===== src/rtl/aisa_cfg.svh =====
// register map, field positions and reset values of the supply and input alarm block
`ifndef AISA_CFG_SVH
`define AISA_CFG_SVH
`define AISA_ADDR_W            8
`define AISA_ADDR_STATUS       8'h20
`define AISA_ADDR_HIGH_TH      8'h24
`define AISA_ADDR_LOW_TH       8'h28
`define AISA_BIT_ACT_SUP_LOW   15
`define AISA_BIT_ACT_SUP_HIGH  14
`define AISA_BIT_ACT_IN_HIGH   11
`define AISA_BIT_ACT_IN_LOW    10
`define AISA_BIT_LAT_SUP_LOW   7
`define AISA_BIT_LAT_SUP_HIGH  6
`define AISA_BIT_LAT_IN_HIGH   5
`define AISA_BIT_LAT_IN_LOW    4
`define AISA_BIT_ANY           0
`define AISA_HIGH_TH_RESET     16'hFFFF
`define AISA_LOW_TH_RESET      16'h0000
`define AISA_HYST_RESET        8'h00
`define AISA_CMP_LSB           2
`define AISA_HYST_LSB          4
`endif


===== src/rtl/aisa_pkg.sv =====
// types shared by the supply and input alarm block
package aisa_pkg;
  typedef struct packed {
    logic        valid;
    logic [15:0] code;
  } aisa_sample_t;

  typedef struct packed {
    logic sup_low;
    logic sup_high;
    logic in_high;
    logic in_low;
  } aisa_flags_t;
endpackage


===== src/rtl/aisa_input_cmp.sv =====
// one hysteretic input limit comparator
`timescale 1ns/1ps
`include "aisa_cfg.svh"
module aisa_input_cmp (
  input  wire logic        clk,      // conversion clock
  input  wire logic        srst,     // synchronous reset
  input  wire logic        upper,    // 1: trip above limit, 0: below
  input  wire logic        sample,   // new result this cycle
  input  wire logic [13:0] code,     // result, compared bits
  input  wire logic [13:0] limit,    // limit, compared bits
  input  wire logic [3:0]  hyst,     // hysteresis in result codes
  output logic             active    // present alarm
);
  logic [14:0] rel_lim;

  // release point moved inside the limit by the hysteresis
  always_comb begin
    if (upper) begin
      rel_lim = {1'b0, limit} - {11'h000, hyst};
    end else begin
      rel_lim = {1'b0, limit} + {11'h000, hyst};
    end
  end

  always_ff @(posedge clk) begin
    if (srst) begin
      active <= 1'b0;
    end else if (sample) begin
      if (upper) begin
        if (code > limit) begin
          active <= 1'b1;
        end else if (rel_lim[14] || ({1'b0, code} <= rel_lim)) begin
          active <= 1'b0;
        end
      end else begin
        if (code < limit) begin
          active <= 1'b1;
        end else if (!rel_lim[14] && ({1'b0, code} >= rel_lim)) begin
          active <= 1'b0;
        end
      end
    end
  end
endmodule


===== src/rtl/aisa_sync.sv =====
// two-stage synchroniser for the analog supply comparator levels
`timescale 1ns/1ps
module aisa_sync (
  input  wire logic       clk,    // conversion clock
  input  wire logic       srst,   // synchronous reset
  input  wire logic [1:0] d,      // asynchronous levels
  output logic      [1:0] q       // synchronised levels
);
  logic [1:0] meta_r;

  always_ff @(posedge clk) begin
    if (srst) begin
      meta_r <= 2'h0;
      q      <= 2'h0;
    end else begin
      meta_r <= d;
      q      <= meta_r;
    end
  end
endmodule


===== src/rtl/aisa_top.sv =====
// alarm monitor: input limits with hysteresis, supply alarms, status and threshold registers
//
// Operation
// - status bit 15 shows present low analog supply alarm.
// - status bit 14 shows present high analog supply alarm.
// - status bits 11 and 10 show present high and low input alarms.
// - status bits 7 and 6 hold latched low and high supply alarms.
// - status bits 5 and 4 hold latched high and low input alarms.
// - present flags read one while alarm exists, zero otherwise; all reset zero.
// - status bit 0 is the OR of every latched flag.
// - reserved status bits always read zero.
// - high threshold bits 31-24 hold hysteresis; upper nibble is used.
// - upper limit at bits 15-0, resets all ones, bits 15-2 compared.
// - lower limit at bits 15-0, resets zero, bits 15-2 compared.
// - high threshold register occupies byte addresses 24h to 27h.
// - low threshold register occupies 28h to 2Bh, upper half reads zero.
// - status register occupies byte addresses 20h to 23h.
//
// Chosen here: the strobed register port.
`timescale 1ns/1ps
`include "aisa_cfg.svh"
module aisa_top (
  input  wire logic                     clk,              // conversion clock, 50 MHz
  input  wire logic                     srst,             // synchronous reset, active high
  input  wire logic [`AISA_ADDR_W-1:0]  reg_addr,         // byte address
  input  wire logic [7:0]               reg_wdata,        // write byte
  input  wire logic                     reg_wr,           // write strobe
  input  wire logic                     reg_rd,           // read strobe
  output logic      [7:0]               reg_rdata,        // read byte, cycle after strobe
  input  wire aisa_pkg::aisa_sample_t   sample_in,        // conversion result
  input  wire logic                     supply_low_raw,   // analog_supply low comparator
  input  wire logic                     supply_high_raw,  // analog_supply high comparator
  output aisa_pkg::aisa_flags_t         active_flags,     // present flags
  output logic                          any_latched_alarm // OR of latched flags
);
  ////////////////////////////////////////////////////////////////////////////
  logic [15:0]          input_upper_limit_r;
  logic [15:0]          input_lower_limit_r;
  logic [7:0]           input_alarm_hysteresis_r;
  logic [1:0]           supply_sync;
  logic                 in_high_act;
  logic                 in_low_act;
  logic                 latched_supply_low_r;
  logic                 latched_supply_high_r;
  logic                 latched_input_high_r;
  logic                 latched_input_low_r;
  logic [31:0]          status_word;
  logic [31:0]          high_word;
  logic [31:0]          low_word;
  logic                 status_rd;

  // byte lane selector of a word register
  function automatic logic [7:0] byte_of(input logic [31:0] w, input logic [1:0] lane);
    byte_of = w[{lane, 3'h0} +: 8];
  endfunction

  // word base decode
  function automatic logic hit(input logic [`AISA_ADDR_W-1:0] a, input logic [`AISA_ADDR_W-1:0] base);
    hit = (a[`AISA_ADDR_W-1:2] == base[`AISA_ADDR_W-1:2]);
  endfunction

  ////////////////////////////////////////////////////////////////////////////
  aisa_sync u_sync (
    .clk  (clk),
    .srst (srst),
    .d    ({supply_low_raw, supply_high_raw}),
    .q    (supply_sync)
  );

  aisa_input_cmp u_cmp_high (
    .clk    (clk),
    .srst   (srst),
    .upper  (1'b1),
    .sample (sample_in.valid),
    .code   (sample_in.code[15:`AISA_CMP_LSB]),
    .limit  (input_upper_limit_r[15:`AISA_CMP_LSB]),
    .hyst   (input_alarm_hysteresis_r[7:`AISA_HYST_LSB]),
    .active (in_high_act)
  );

  aisa_input_cmp u_cmp_low (
    .clk    (clk),
    .srst   (srst),
    .upper  (1'b0),
    .sample (sample_in.valid),
    .code   (sample_in.code[15:`AISA_CMP_LSB]),
    .limit  (input_lower_limit_r[15:`AISA_CMP_LSB]),
    .hyst   (input_alarm_hysteresis_r[7:`AISA_HYST_LSB]),
    .active (in_low_act)
  );

  ////////////////////////////////////////////////////////////////////////////
  // threshold register writes, byte by byte
  always_ff @(posedge clk) begin
    if (srst) begin
      input_upper_limit_r      <= `AISA_HIGH_TH_RESET;
      input_alarm_hysteresis_r <= `AISA_HYST_RESET;
    end else if (reg_wr && hit(reg_addr, `AISA_ADDR_HIGH_TH)) begin
      unique case (reg_addr[1:0])
        2'h0: begin
          input_upper_limit_r[7:0] <= reg_wdata;
        end
        2'h1: begin
          input_upper_limit_r[15:8] <= reg_wdata;
        end
        2'h2: begin
        end
        2'h3: begin
          input_alarm_hysteresis_r <= reg_wdata;
        end
      endcase
    end
  end

  always_ff @(posedge clk) begin
    if (srst) begin
      input_lower_limit_r <= `AISA_LOW_TH_RESET;
    end else if (reg_wr && hit(reg_addr, `AISA_ADDR_LOW_TH)) begin
      if (reg_addr[1:0] == 2'h0) begin
        input_lower_limit_r[7:0] <= reg_wdata;
      end else if (reg_addr[1:0] == 2'h1) begin
        input_lower_limit_r[15:8] <= reg_wdata;
      end
    end
  end

  ////////////////////////////////////////////////////////////////////////////
  // latched flags: an alarm present in the read cycle survives the clear
  assign status_rd = reg_rd && hit(reg_addr, `AISA_ADDR_STATUS);

  always_ff @(posedge clk) begin
    if (srst) begin
      latched_supply_low_r  <= 1'b0;
      latched_supply_high_r <= 1'b0;
      latched_input_high_r  <= 1'b0;
      latched_input_low_r   <= 1'b0;
    end else begin
      latched_supply_low_r  <= supply_sync[1] | (latched_supply_low_r & ~status_rd);
      latched_supply_high_r <= supply_sync[0] | (latched_supply_high_r & ~status_rd);
      latched_input_high_r  <= in_high_act | (latched_input_high_r & ~status_rd);
      latched_input_low_r   <= in_low_act | (latched_input_low_r & ~status_rd);
    end
  end

  ////////////////////////////////////////////////////////////////////////////
  always_comb begin
    status_word = 32'h0000_0000;
    status_word[`AISA_BIT_ACT_SUP_LOW]  = supply_sync[1];
    status_word[`AISA_BIT_ACT_SUP_HIGH] = supply_sync[0];
    status_word[`AISA_BIT_ACT_IN_HIGH]  = in_high_act;
    status_word[`AISA_BIT_ACT_IN_LOW]   = in_low_act;
    status_word[`AISA_BIT_LAT_SUP_LOW]  = latched_supply_low_r;
    status_word[`AISA_BIT_LAT_SUP_HIGH] = latched_supply_high_r;
    status_word[`AISA_BIT_LAT_IN_HIGH]  = latched_input_high_r;
    status_word[`AISA_BIT_LAT_IN_LOW]   = latched_input_low_r;
    status_word[`AISA_BIT_ANY]          = any_latched_alarm;
  end

  assign high_word = {input_alarm_hysteresis_r, 8'h00, input_upper_limit_r};
  assign low_word  = {16'h0000, input_lower_limit_r};

  assign any_latched_alarm = latched_supply_low_r | latched_supply_high_r |
                             latched_input_high_r | latched_input_low_r;

  assign active_flags.sup_low  = supply_sync[1];
  assign active_flags.sup_high = supply_sync[0];
  assign active_flags.in_high  = in_high_act;
  assign active_flags.in_low   = in_low_act;

  ////////////////////////////////////////////////////////////////////////////
  // read data registered; unmapped addresses read zero
  always_ff @(posedge clk) begin
    if (srst) begin
      reg_rdata <= 8'h00;
    end else if (reg_rd) begin
      if (status_rd) begin
        reg_rdata <= byte_of(status_word, reg_addr[1:0]);
      end else if (hit(reg_addr, `AISA_ADDR_HIGH_TH)) begin
        reg_rdata <= byte_of(high_word, reg_addr[1:0]);
      end else if (hit(reg_addr, `AISA_ADDR_LOW_TH)) begin
        reg_rdata <= byte_of(low_word, reg_addr[1:0]);
      end else begin
        reg_rdata <= 8'h00;
      end
    end else begin
      reg_rdata <= 8'h00;
    end
  end
endmodule


===== config.mk =====
export PLATFORM = sky130hd
export DESIGN_NAME = aisa_top
export DESIGN_NICKNAME = d
export VERILOG_FILES = /design/src/rtl/aisa_pkg.sv /design/src/rtl/aisa_input_cmp.sv /design/src/rtl/aisa_sync.sv /design/src/rtl/aisa_top.sv
export VERILOG_INCLUDE_DIRS = /design/src /design/src/rtl
export SDC_FILE = /design/constraint.sdc
export NUM_CORES = 1
export LEC_CHECK = 0
export ABC_AREA = 1
export ABC_CLOCK_PERIOD_IN_PS = 4000
export BUFFER_PORTS_ARGS = -buffer_cell sky130_fd_sc_hd__buf_4
export CAP_MARGIN = 25
export CORE_MARGIN = 2
export CORE_UTILIZATION = 59
export DETAILED_ROUTE_END_ITERATION = 8
export GPL_TIMING_DRIVEN = 0
export PLACE_DENSITY = 0.81
export SYNTH_ARGS = -nofsm -noshare
export SYNTH_HDL_FRONTEND = slang
export SYNTH_SLANG_ARGS = --single-unit

===== constraint.sdc =====
create_clock -name clk -period 4 [get_ports clk]
set_clock_uncertainty 0.15 [all_clocks]
set_input_delay 0 -clock clk [delete_from_list [all_inputs] [get_ports clk]]
set_output_delay 0 -clock clk [all_outputs]
set_load 0.02 [all_outputs]

* Word level (Yosys, flattened, before mapping) *
Cells that the tools add are included.

word-level totals
  register bits = 58
  bits of input ports = 39
  output and inout bits = 13
  logic and storage cells = 66

cells by class
  $add $sub $neg = 2
  $lt $le $gt $ge = 4
  equal/unequal tests = 5
  shift-type cells = 3
  multiplexer cells = 7
  bitwise operators = 14
  reduce and logical (&&, ||, !) cells = 17

operators by type and width
  cell                                                                   number
  32-bit by 6-bit variable part select with 8-bit output                 3
  8-bit two-way mux                                                      3
  6-bit by 4-bit equality test with 1-bit output, second input constant  3
  14-bit by 4-bit adder with 15-bit output                               1
  14-bit by 15-bit greater-or-equal comparator with 1-bit output         1
  14-bit by 15-bit less-or-equal comparator with 1-bit output            1
  14-bit by 4-bit subtractor with 15-bit output                          1
  14-bit greater-than comparator                                         1
  14-bit less-than comparator                                            1
  2-bit AND reduction                                                    6
  1-bit OR                                                               7
  1-bit bitwise AND                                                      4
  1-bit logical AND                                                      4
  1-bit two-way mux                                                      4
  2-bit nonzero test                                                     2
  1-bit inverter                                                         3
  3-bit AND reduction                                                    1
  2-bit by 1-bit equality test with 1-bit output, second input constant  1
  2-bit equality test, second input constant                             1
  2-bit zero test                                                        1
  2-bit OR reduction                                                     1
  1-bit zero test                                                        1
  1-bit logical OR                                                       1

* Longest topological paths before layout *
Gate-level depths: netlist of the first run.

  word-level depth = 5
  depth in mapped cells = 21

* By module *
A second synthesis of the first run with hierarchy kept.

unflattened totals
  cell total of the unflattened synthesis = 919
  area total of the unflattened synthesis = 5,916.9 um^2

modules (own cells, without submodules)
  module                       times used  cells each  area an instance (um^2)
  aisa_top                     1           392         2,612.5
  aisa_input_cmp (u_cmp_low)   1           264         1,612.8
  aisa_input_cmp (u_cmp_high)  1           251         1,581.5
  aisa_sync                    1           12          110.1

* Worst setup path after synthesis of the first run *
No wires, ideal clock.

  path type = reg2reg
  start = reg input_upper_limit_r[2]
  end = reg u_cmp_high.active
  setup time = 0.132 ns
  arrival time = 2.593 ns
  data required time = 3.718 ns
  setup slack = 1.125 ns
  cell stages (with the launch flop) = 21
  buffers on the path = 0
  period minus slack after synthesis = 2.875 ns
  path through = dfxtp_1 -> inv_1 -> ha_1 -> inv_1 -> fa_1 -> nand2_1 -> nand2_1 -> a21oi_1 -> nand3_1 -> nor3_1 -> xor2_1 -> ha_1 -> a21o_1 -> nand3_1 -> nand2_1 -> nor2_1 -> nand2_1 -> nand2_1 -> nand2_1 -> nand2_1 -> a21oi_1

on the way
  longest elaborated chain between the ends = 5
  elaborated cells on any way between the ends = 7
  classes of those cells = 1 x add/sub; 2 x order compare; 1 x mux; 3 x reduce/logical

RTL lines
  what                                                         line                  text
  start, declared                                              aisa_top.sv:37        logic [15:0] input_upper_limit_r;
  start signal, assigned                                       aisa_top.sv:96        input_upper_limit_r <= `AISA_HIGH_TH_RESET;
  start signal, assigned                                       aisa_top.sv:101       input_upper_limit_r[7:0] <= reg_wdata;
  14-bit by 4-bit subtractor with 15-bit output                aisa_input_cmp.sv:19  rel_lim = {1'b0, limit} - {11'h000, hyst};
  14-bit by 15-bit less-or-equal comparator with 1-bit output  aisa_input_cmp.sv:32  end else if (rel_lim[14] || ({1'b0, code} <= rel_lim)) begin
  1-bit logical OR                                             aisa_input_cmp.sv:32
  2-bit nonzero test (no source line)                          -
  2-bit AND reduction (no source line)                         -
  end signal, assigned                                         aisa_input_cmp.sv:31  active <= 1'b1;
  end signal, assigned                                         aisa_input_cmp.sv:33  active <= 1'b0;
  end signal, assigned                                         aisa_input_cmp.sv:37  active <= 1'b1;
  end, declared                                                aisa_input_cmp.sv:12  output logic active

Several ways; a longest one is shown, not always the timed one.
A chain may end at the register's enable or synchronous reset.

* Worst setup path in the final report of the first run *
Ends and elaborated chain as after synthesis.

==> metrics.cfg, run 1 <==
[sta]
final_hold_violation_count=0
rsz0062_at_grt=no
final_critical_path_setup_slack_ns=0.669
fmax_ghz=0.300
fin_crit_sh_pct=83.3
worst_max_slew_margin_expressed_relative_to_the_limit_pct=64.6
post-route-min-period_ns=3.33
slew_at_the_pin_closest_to_its_max_slew_limit_ns=0.532
drv_slew=0
setup_viol=0
setup_tns_ns=0

[floorplanning]
floorplan.initialDensity_pct=60.4
floorplan.die_area_um2=8090
die_h_um=89.9
fp-row-count=31
ios=52
core_area_um2=7210
dieWidth_um=89.9

[cells_and_area]
antenna-diode-count=0
area_used_by_sequential_logic_in_the_layout_um2=1160
multi_input_gate_area_in_the_final_layout_um2=2760
drive_above_1_share_pct=13.8
num-nets-final=772
fillCellCount=588
area_growth_syn_to_layout_pct=20.9

[routing]
route.antenna.remaining_nets=0
routed_via_density=5.80
route.met3.wl_mm=1.14
detail_route.drc_violations=0
detailedRoute.firstPassIterationCount=7
wl_met1_mm=5.02
drt_iter0_markers=343
routed_wl_mm=12.8
detail_route.wl_per_cell_um=16.5
routed.top_layer=met4
num_vias=4481
routed_length_on_met2_mm=6.11

[outcome]
status=complete, no violations

[cts]
cts_tree=built
cts_post_setup_buffers_inserted=0
cts_inserted_buffers=9
clk_pin_slew_ns=0.07
max-clock-path-buffers=2
clock_latency_ns=0.35
htree_levels=3
root_buffer=clkbuf_8
clock_sinks=58

[power]
power_density_nw_per_um2=264
finalPower_mw=1.39
power.leakage_nw=2.51
irDropWorstVdd_uv=370

[synthesis]
syn-instance-count=588
synth_area_leaders=dfxtp_1 (27%), ha_1 (18%), a21oi_1 (8.6%)
synthDistinctLibCells=44
most_repeated_cell_in_the_gate_level_netlist_after_synthesis=nand2_1
synth_largest_area_cell=dfxtp_1
synth_common_cells=nand2_1 (89), inv_1 (84), a21oi_1 (75), ha_1 (63), dfxtp_1 (58)
synth.yosys.seq_area_share_pct=26.6
dominantRegCellSynth=dfxtp_1
synth_warnings=0
mappedNetlistNets=692
mean_instance_size_in_the_synthesized_netlist_um2=7.41
post_synth_instance_area_um2=4360
ys_async_sr_fraction_pct=0
netlist.area_leader.share_pct=26.6
synth_seq_cells=58
synth_edf_count=0

[place]
place_worst_setup_slack_ns=0.719
gp_congestion=1.00
placement.io_buffers=49
post-dp-hpwl_mm=9.89

[setup_path]
crit_path_end_kind=register
worst-endpoint-required_ns=4.07
timing.critical_path.slowest_stage_cell=fa_1
start_kind=register
cp_cell_sequence=inv_1 > ha_1 > inv_1 > fa_1 > nand2_1 > nand2_1 > a21oi_1 > nand3_1 > nor3_1 > xor2_1 > ha_1 > a21o_1 > nand3_1 > nand2_1 > nor2_1 > nand2_1 > nand2_1 > nand2_1 > nand2_1 > a21oi_1
slowest_delay_ns=0.41
cp.buffers_inverters=2
critPathMaxFanout=3
crit_top_cell=nand2_1
critical-path-top-delay-family=simple AND/OR/NAND/NOR gates
crit_arrival_ns=3.40
path_class=reg2reg

[global_routing]
number_of_antenna_violations_at_the_first_check_in_global_routing=0
first_global_vias=4324
grt_start_max_net_pins=11
grt_overflow_total=0
grt_pass1_wl_mm=20.5
globalRouteTotalUtil_pct=32.0

[run]
drv.max_cap_violation_count=0

[worst_hold_path]
hold_class=in2reg

## cell type report
class / instances / area share, %
sequential: 58 / 22.0
clock buffer: 10 / 2.61
tap: 99 / 2.35
timing repair buffer: 69 / 10.8
clock inverter: 6 / 1.52
buffer: 15 / 2.11
multi-input combinational: 429 / 52.4
inverter: 86 / 6.13
## final timing paths
check                    startpoint                end  slack (ns)  cells past startpoint
min reg2reg        u_sync.meta_r[0]        u_sync.q[0]        0.26                      2
min                     reg_addr[7]       reg_rdata[5]        0.04                      6
max reg2reg  input_upper_limit_r[2]  u_cmp_high.active        0.67                     20
max          input_upper_limit_r[2]  u_cmp_high.active        0.67                     20
## flip-flops by register name, indices dropped and copies added (netlist names), 2 cells and up
signal and flops:
input_upper_limit_r 16, reg_rdata 8, u_sync.meta_r 2, input_lower_limit_r 16
u_sync.q 2, input_alarm_hysteresis_r 8
## worst reg2reg max path, cell delays in order, from the launching register on
cell	delay [ns]
dfxtp_1	0.33
inv_1	0.12
ha_1	0.16
inv_1	0.07
fa_1	0.41
nand2_1	0.09
nand2_1	0.07
a21oi_1	0.26
nand3_1	0.19
nor3_1	0.22
xor2_1	0.19
ha_1	0.28
a21o_1	0.16
nand3_1	0.07
nand2_1	0.06
nor2_1	0.10
nand2_1	0.06
nand2_1	0.06
nand2_1	0.05
nand2_1	0.05
a21oi_1	0.06
## metrics by stage
| stage | hold slack (ns) | cells | instance area [um2] | util (%) |
|---|---|---|---|---|
| final | 0.0409 | 772 | 5270 | 73.0 |
| after global routing | 0.0677 | 772 | 5270 | 73.0 |
| after CTS | 0.0121 | 772 | 5270 | 73.0 |
| after detailed placement | 0.0682 | 736 | 4850 | 67.2 |
| after global placement | 0.0540 | 736 | 4850 | 67.2 |
| after floorplan | -0.0430 | 588 | 4360 | - |
## power by group
group | leakage (nW) | switching [mW] | internal [mW]
clock network | 0.116 | 0.241 | 0.363
registers | 0.469 | 0.00380 | 0.583
logic | 1.93 | 0.112 | 0.0849
total | 2.51 | 0.357 | 1.03
## cell usage in the layout, fill, tap and decap left out, drive strengths merged, types with 4 or more instances in the layout
| master | count |
|---|---|
| a21oi | 76 |
| buf | 59 |
| clkbuf | 15 |
| clkinv | 4 |
| dfxtp | 58 |
| dlygate4sd3 | 20 |
| ha | 63 |
| inv | 86 |
| nand2 | 91 |
| nand3 | 22 |
| nand4 | 10 |
| nor2 | 40 |
| nor3 | 7 |
| o21a | 4 |
| o21ai | 59 |
| o22ai | 14 |
| xnor2 | 4 |
| xor2 | 16 |
## cells by family (layout without fill, tap and decap cells)
family                     count (synthesis)  after routing  share of synthesized area [%]
and+or+nand+nor                          178            178                           19.6
AOI/OAI and AO/OA                        166            166                           20.8
buffers and inverters                    101            186                           9.96
adders and majority gates                 65             65                           19.0
xor gates and xnor gates                  20             20                           4.02
DFF                                       58             58                           26.6
## routing by layer
metal	up-vias	GRT usage (%)
met2	196	54.7
met3	52	8.80
met4	0	14.2
li1	2165	-
met5	-	0
met1	2068	37.6
## what timing repair did
action / CTS / global route
hold buffers: 20 / 0
hold endpoints to repair: 52 / 0
gates resized for setup: 0 / 0
Note: power is estimated with default switching activity, not from simulation.
==> inputs of run 2 (changes only) <==
Settings changed: ABC_CLOCK_PERIOD_IN_PS 4000 to 3040, CORE_UTILIZATION 59 to 54, PLACE_DENSITY 0.81 to 0.78.
Clock period 4 ns to 3.04 ns, I/O delays scaled along.
==> metrics.cfg, run 2 (synthesis gave the netlist of run 1 again) <==
[sta]
setup_viol=0  ; unchanged
fmax_ghz=0.331  ; +10%
drv_slew=0  ; unchanged
slew_at_the_pin_closest_to_its_max_slew_limit_ns=0.543  ; +0.0112 ns
rsz0062_at_grt=yes
fin_crit_sh_pct=99.4  ; +16 points
final_hold_violation_count=0  ; unchanged
setup_tns_ns=0  ; unchanged
post-route-min-period_ns=3.02  ; -0.309 ns
worst_max_slew_margin_expressed_relative_to_the_limit_pct=63.8  ; -0.75 points

[routing]
detailedRoute.firstPassIterationCount=5  ; -2
routed_via_density=5.86  ; +1.0%
detail_route.drc_violations=0  ; unchanged
drt_iter0_markers=403  ; +17%
num_vias=4608  ; +2.8%
detail_route.wl_per_cell_um=16.9  ; +2.3%
routed_wl_mm=13.3  ; +4.1%
route.antenna.remaining_nets=0  ; unchanged

[place]
gp_congestion=1.01  ; +0.27%
placement.io_buffers=49  ; unchanged
post-dp-hpwl_mm=10.0  ; +1.5%
dpl_cell_area_um2=4850  ; about the same

[cells_and_area]
antenna-diode-count=0  ; unchanged
final_common_cell=nand2_1
largestRegisters=input_lower_limit_r: 16 flops, input_upper_limit_r: 16 flops
postLayoutCellArea_um2=5410  ; +2.6%
mostFrequentLayoutCells=nand2_1 (87), inv_1 (81), a21oi_1 (73)
drive_above_1_share_pct=17.7  ; +3.9 points
num-nets-final=783  ; +1.4%
area_growth_syn_to_layout_pct=24.0

[setup_path]
crit_top_cell=nand2_1
crit-reg2reg-launch=input_alarm_hysteresis_r[4]
start_kind=register
critical-path-top-delay-family=adder cells
crit_arrival_ns=3.08  ; -0.32 ns
slowest_delay_ns=0.40  ; about the same
worst-endpoint-required_ns=3.10  ; -0.97 ns
cp.buffers_inverters=2  ; unchanged
critPathMaxFanout=4  ; +1
crit_path_end_kind=register
path_class=reg2reg
timing.critical_path.slowest_stage_cell=dfxtp_4
startpoint=input_alarm_hysteresis_r[4]
cp_cell_sequence=ha_4 > inv_2 > fa_2 > nand2_2 > nand2_2 > a21oi_2 > buf_4 > xor2_1 > ha_1 > a21oi_1 > o21a_1 > o21ai_0 > nand3_1 > nand2_1 > nand2_1 > nand2_1 > nand2_1 > a21oi_1

[global_routing]
number_of_antenna_violations_at_the_first_check_in_global_routing=0  ; unchanged
grt_pass1_wl_mm=20.3  ; -1.4%
globalRouteTotalUtil_pct=30.0  ; -2.0 points
first_global_vias=4334  ; +0.23%
grt_start_max_net_pins=12  ; +1
grt_overflow_total=0  ; unchanged

[worst_hold_path]
hold_class=in2reg
worstHoldStart=reg_addr[7]

[cts]
htree_levels=3  ; unchanged
clock_latency_ns=0.36  ; about the same
clk_pin_slew_ns=0.08  ; about the same
cts_tree=built
clock_sinks=58  ; unchanged
root_buffer=clkbuf_8
cts_inserted_buffers=9  ; unchanged
max-clock-path-buffers=2  ; unchanged

[floorplanning]
floorplan.initialDensity_pct=56.1  ; -4.3 points
ios=52  ; unchanged
die_h_um=93.8  ; +4.3%
core_area_um2=7770  ; +7.7%
fp-row-count=32  ; +3.2%
floorplan.die_area_um2=8810  ; +8.8%
dieWidth_um=93.8  ; +4.3%

[power]
power_density_nw_per_um2=311  ; +18%
power.leakage_nw=2.55  ; +1.5%
irDropWorstVdd_uv=355  ; -4.0%

[run]
drv.max_cap_violation_count=0  ; unchanged

[outcome]
status=complete, no violations

## run 2: cell count changes in the layout (fill, tap and decap cells not counted), moves of 3 or more
cell / previous run / this run
inv_2: 2 / 5
dfxtp_2: 0 / 3
ha_4: 0 / 3
dfxtp_1: 58 / 54
inv_1: 84 / 81
ha_1: 63 / 60
buf_4: 51 / 60
## run 2: worst paths after layout
kind | to | slack, ns | cells after the start
hold / removal | reg_rdata[4] | 0.04 | 6
hold reg to reg | u_sync.q[1] | 0.26 | 2
setup reg to reg | u_cmp_high.active | 0.02 | 18
setup / recovery | u_cmp_high.active | 0.02 | 18
## run 2: area by class of cell
type	instances	area [um2]
clock inverter	6	42.5
tap	102	128
fill	639	2360
multi-input combinational	429	2840
timing repair buffer	80	656
clock buffer	10	138
inverter	86	323
buffer	15	111
sequential	58	1170
## run 2: per-layer routing
metal | GRT usage [%] | up-vias | routed length, um
li1 | - | 2182 | -
met1 | 38.0 | 2149 | 5140
met2 | 49.6 | 222 | 6300
met3 | 4.82 | 55 | 1220
met4 | 14.3 | 0 | 631
met5 | 0 | - | 0
## run 2: power breakdown
part	internal, mW	switching (mW)	total [mW]
sequential	0.766	0.00490	0.771
combinational	0.113	0.150	0.264
clock	0.317	0.332	0.648
## run 2: worst min-delay path: cells and delay by family
kind                   cells  cell delay [ns]
buffers and inverters      1             0.08
and+or+nand+nor            4             0.31
AOI/OAI and AO/OA          1             0.10
## run 2: metrics by stage
stage | total power, mW | setup WS, ns | hold slack (ns) | cells | utilization (%)
global placement | 1.01 | -0.153 | 0.0536 | 739 | 62.5
global route | 1.74 | -0.171 | 0.0590 | 786 | 69.6
CTS | 1.67 | 0.0314 | 0.0359 | 779 | 68.2
floorplan | 0.916 | 0.165 | -0.0430 | 588 | -
finish | 1.68 | 0.0182 | 0.0388 | 786 | 69.6
detailed placement | 1.02 | -0.255 | 0.0649 | 739 | 62.5
## run 2: what timing repair did
item / CTS / global route
endpoints found under the hold margin: 53 / 0
setup buffers: 2 / 7
hold buffers: 22 / 0
gates resized for setup: 9 / 13
endpoints found under the setup margin: 1 / 2
pin swaps: 4 / 8
==> inputs of run 3 (changes only) <==
Settings changed: CORE_UTILIZATION 54 to 55, CTS_BUF_LIST set to sky130_fd_sc_hd__clkbuf_4 sky130_fd_sc_hd__clkbuf_8, CTS_CLUSTER_DIAMETER set to 200, PLACE_DENSITY 0.78 to 0.79.
==> metrics.cfg, run 3 (synthesis gave the netlist of run 1 again) <==
[cells_and_area]
antenna-diode-count=0  ; unchanged
utilization_pct=71.3  ; +1.7 points
area_growth_syn_to_layout_pct=25.7
mostFrequentLayoutCells=nand2_1 (85), inv_1 (80), a21oi_1 (71)
multi_input_gate_area_in_the_final_layout_um2=2880  ; +1.4%
area_used_by_sequential_logic_in_the_layout_um2=1170  ; +0.21%
largestRegisters=input_lower_limit_r: 16 flops, input_upper_limit_r: 16 flops
num-nets-final=782  ; -0.13%
drive_above_1_share_pct=19.5  ; +1.8 points
final_common_cell=nand2_1
finished_layout_cells=785  ; -0.13%
fillCellCount=615  ; -3.8%

[power]
power.share.switching_pct=25.4  ; -3.5 points
irDropWorstVdd_uv=395  ; +11%
p_sw_uw=466  ; -4.2%
power.leakage_nw=2.57  ; +0.72%
power.clock.fraction_pct=43.6  ; +5.1 points
seq_power_share_pct=42.0  ; -3.8 points
power_density_nw_per_um2=335  ; +7.6%
cell_internal_pwr_mw=1.37  ; +14%
power.share.combinational_pct=14.4  ; -1.3 points

[floorplanning]
fp-row-count=32  ; unchanged
ios=52  ; unchanged
dieWidth_um=93.0  ; -0.87%
die_h_um=93.0  ; -0.87%
floorplan.initialDensity_pct=56.7  ; +0.58 points
core_area_um2=7690  ; -1.0%
floorplan.die_area_um2=8650  ; -1.7%

[setup_path]
r2r_end=u_cmp_high.active
critPathMaxFanout=3  ; -1
crit_arrival_ns=3.10  ; +0.02 ns
worst-endpoint-required_ns=3.10  ; about the same
start_kind=register
crit_path_end_kind=register
path_class=reg2reg
crit-reg2reg-launch=input_upper_limit_r[2]
regToRegSetupSlack_ns=0.008  ; about the same
r2r_cells=20  ; +2

[sta]
rsz0062_at_grt=yes
final_hold_violation_count=0  ; unchanged
drv_slew=0  ; unchanged
worst_max_slew_margin_expressed_relative_to_the_limit_pct=62.3  ; -1.5 points
fmax_ghz=0.330  ; -0.34%
post-route-min-period_ns=3.03  ; +0.0103 ns
setup_viol=0  ; unchanged
slew_at_the_pin_closest_to_its_max_slew_limit_ns=0.566  ; +0.0228 ns
fin_crit_sh_pct=99.7  ; +0.34 points

[place]
post-dp-hpwl_mm=9.77  ; -2.6%
dp_cells=739  ; unchanged
gp_congestion=1.01  ; +0.85%
placement.io_buffers=49  ; unchanged

[run]
drv.max_cap_violation_count=0  ; unchanged

[cts]
htree_levels=3  ; unchanged
clock_sinks=58  ; unchanged
clock_latency_ns=0.35  ; about the same
root_buffer=clkbuf_8
cts_tree=built
max-clock-path-buffers=2  ; unchanged
clk_pin_slew_ns=0.07  ; about the same
cts_inserted_buffers=9  ; unchanged

[routing]
num_vias=4515  ; -2.0%
routed_wl_mm=13.1  ; -1.3%
detailedRoute.firstPassIterationCount=5  ; unchanged
detail_route.drc_violations=0  ; unchanged
route.antenna.remaining_nets=0  ; unchanged
drt_iter0_markers=368  ; -8.7%
routed_via_density=5.75  ; -1.9%
detail_route.wl_per_cell_um=16.7  ; -1.1%

[worst_hold_path]
min_to=reg_rdata[3]
worstHoldStart=reg_addr[5]
hold-path-cell-count=5  ; -1
hold_class=in2reg

[global_routing]
grt_start_max_net_pins=11  ; -1
globalRouteTotalUtil_pct=30.6  ; +0.60 points
grt_overflow_total=0  ; unchanged
first_global_vias=4227  ; -2.5%
number_of_antenna_violations_at_the_first_check_in_global_routing=0  ; unchanged
grt_pass1_wl_mm=20.4  ; +0.88%

[outcome]
status=complete, no violations

## run 3: worst max path at each step
stage | startpoint | endpoint | depth (start not counted)
after floorplan | input_upper_limit_r[2] | u_cmp_high.active | 20
after global placement | input_upper_limit_r[2] | u_cmp_high.active | 20
after detailed placement | input_upper_limit_r[2] | u_cmp_high.active | 20
after CTS | input_upper_limit_r[2] | u_cmp_high.active | 20
after global routing | input_upper_limit_r[2] | u_cmp_high.active | 20
final | input_upper_limit_r[2] | u_cmp_high.active | 20
## run 3: metrics by stage
step           total power, mW  instance area [um2]  setup slack (ns)  TNS [ns]  hold slack (ns)
5_1_grt                   1.89                 5480            -0.180    -0.242           0.0513
6_report                  1.83                 5480           0.00793         0           0.0165
3_3_place_gp              1.01                 4850            -0.158    -0.158           0.0539
3_5_place_dp              1.02                 4850            -0.201    -0.201           0.0607
2_1_floorplan            0.916                 4360             0.165         0          -0.0430
4_1_cts                   1.83                 5300            0.0180         0          0.00161
## run 3: area by class of cell
type | instances | area share, %
plain buffers | 15 | 2.03
repair buffers | 79 | 11.7
multi-input cells | 429 | 52.6
inverters | 86 | 5.89
flip-flops and latches | 58 | 21.4
well taps | 102 | 2.33
clock buffers | 11 | 2.65
clock inverters | 5 | 1.42
## run 3: routing by layer
layer | part of all wire [%] | up-vias | global-route usage [%]
met5 | 0 | - | 0
met2 | 48 | 198 | 51.1
met4 | 4.3 | 0 | 12.4
li1 | - | 2178 | -
met1 | 39 | 2088 | 37.1
met3 | 8.6 | 51 | 8.70
## run 3: timing repair
item | CTS | global route
resized for setup | 5 | 30
pin swaps | 2 | 16
hold buffers | 20 | 0
setup buffers | 1 | 9
hold endpoints to repair | 55 | 0
setup endpoints to repair | 1 | 2
## run 3: power groups by stage
stage          Clock [mW]  Sequential [mW]  Combinational, mW
6_report            0.800            0.770              0.265
3_5_place_dp            0            0.789              0.234
3_3_place_gp            0            0.788              0.225
2_1_floorplan           0            0.789              0.127
5_1_grt             0.832            0.770              0.291
4_1_cts             0.807            0.772              0.253
## run 3: critical path, stage by stage (launching register included)
cell     delay (ns)
dfxtp_2        0.32
inv_2          0.08
ha_4           0.13
inv_2          0.04
fa_2           0.38
nand2_2        0.08
nand2_2        0.06
a21oi_2        0.16
nand3_2        0.13
nor3_2         0.21
xor2_1         0.19
ha_1           0.28
a21o_1         0.19
nand3_1        0.07
nand2_1        0.05
nor2_1         0.08
nand2_1        0.06
nand2_1        0.07
nand2_1        0.05
nand2_1        0.05
a21oi_1        0.05
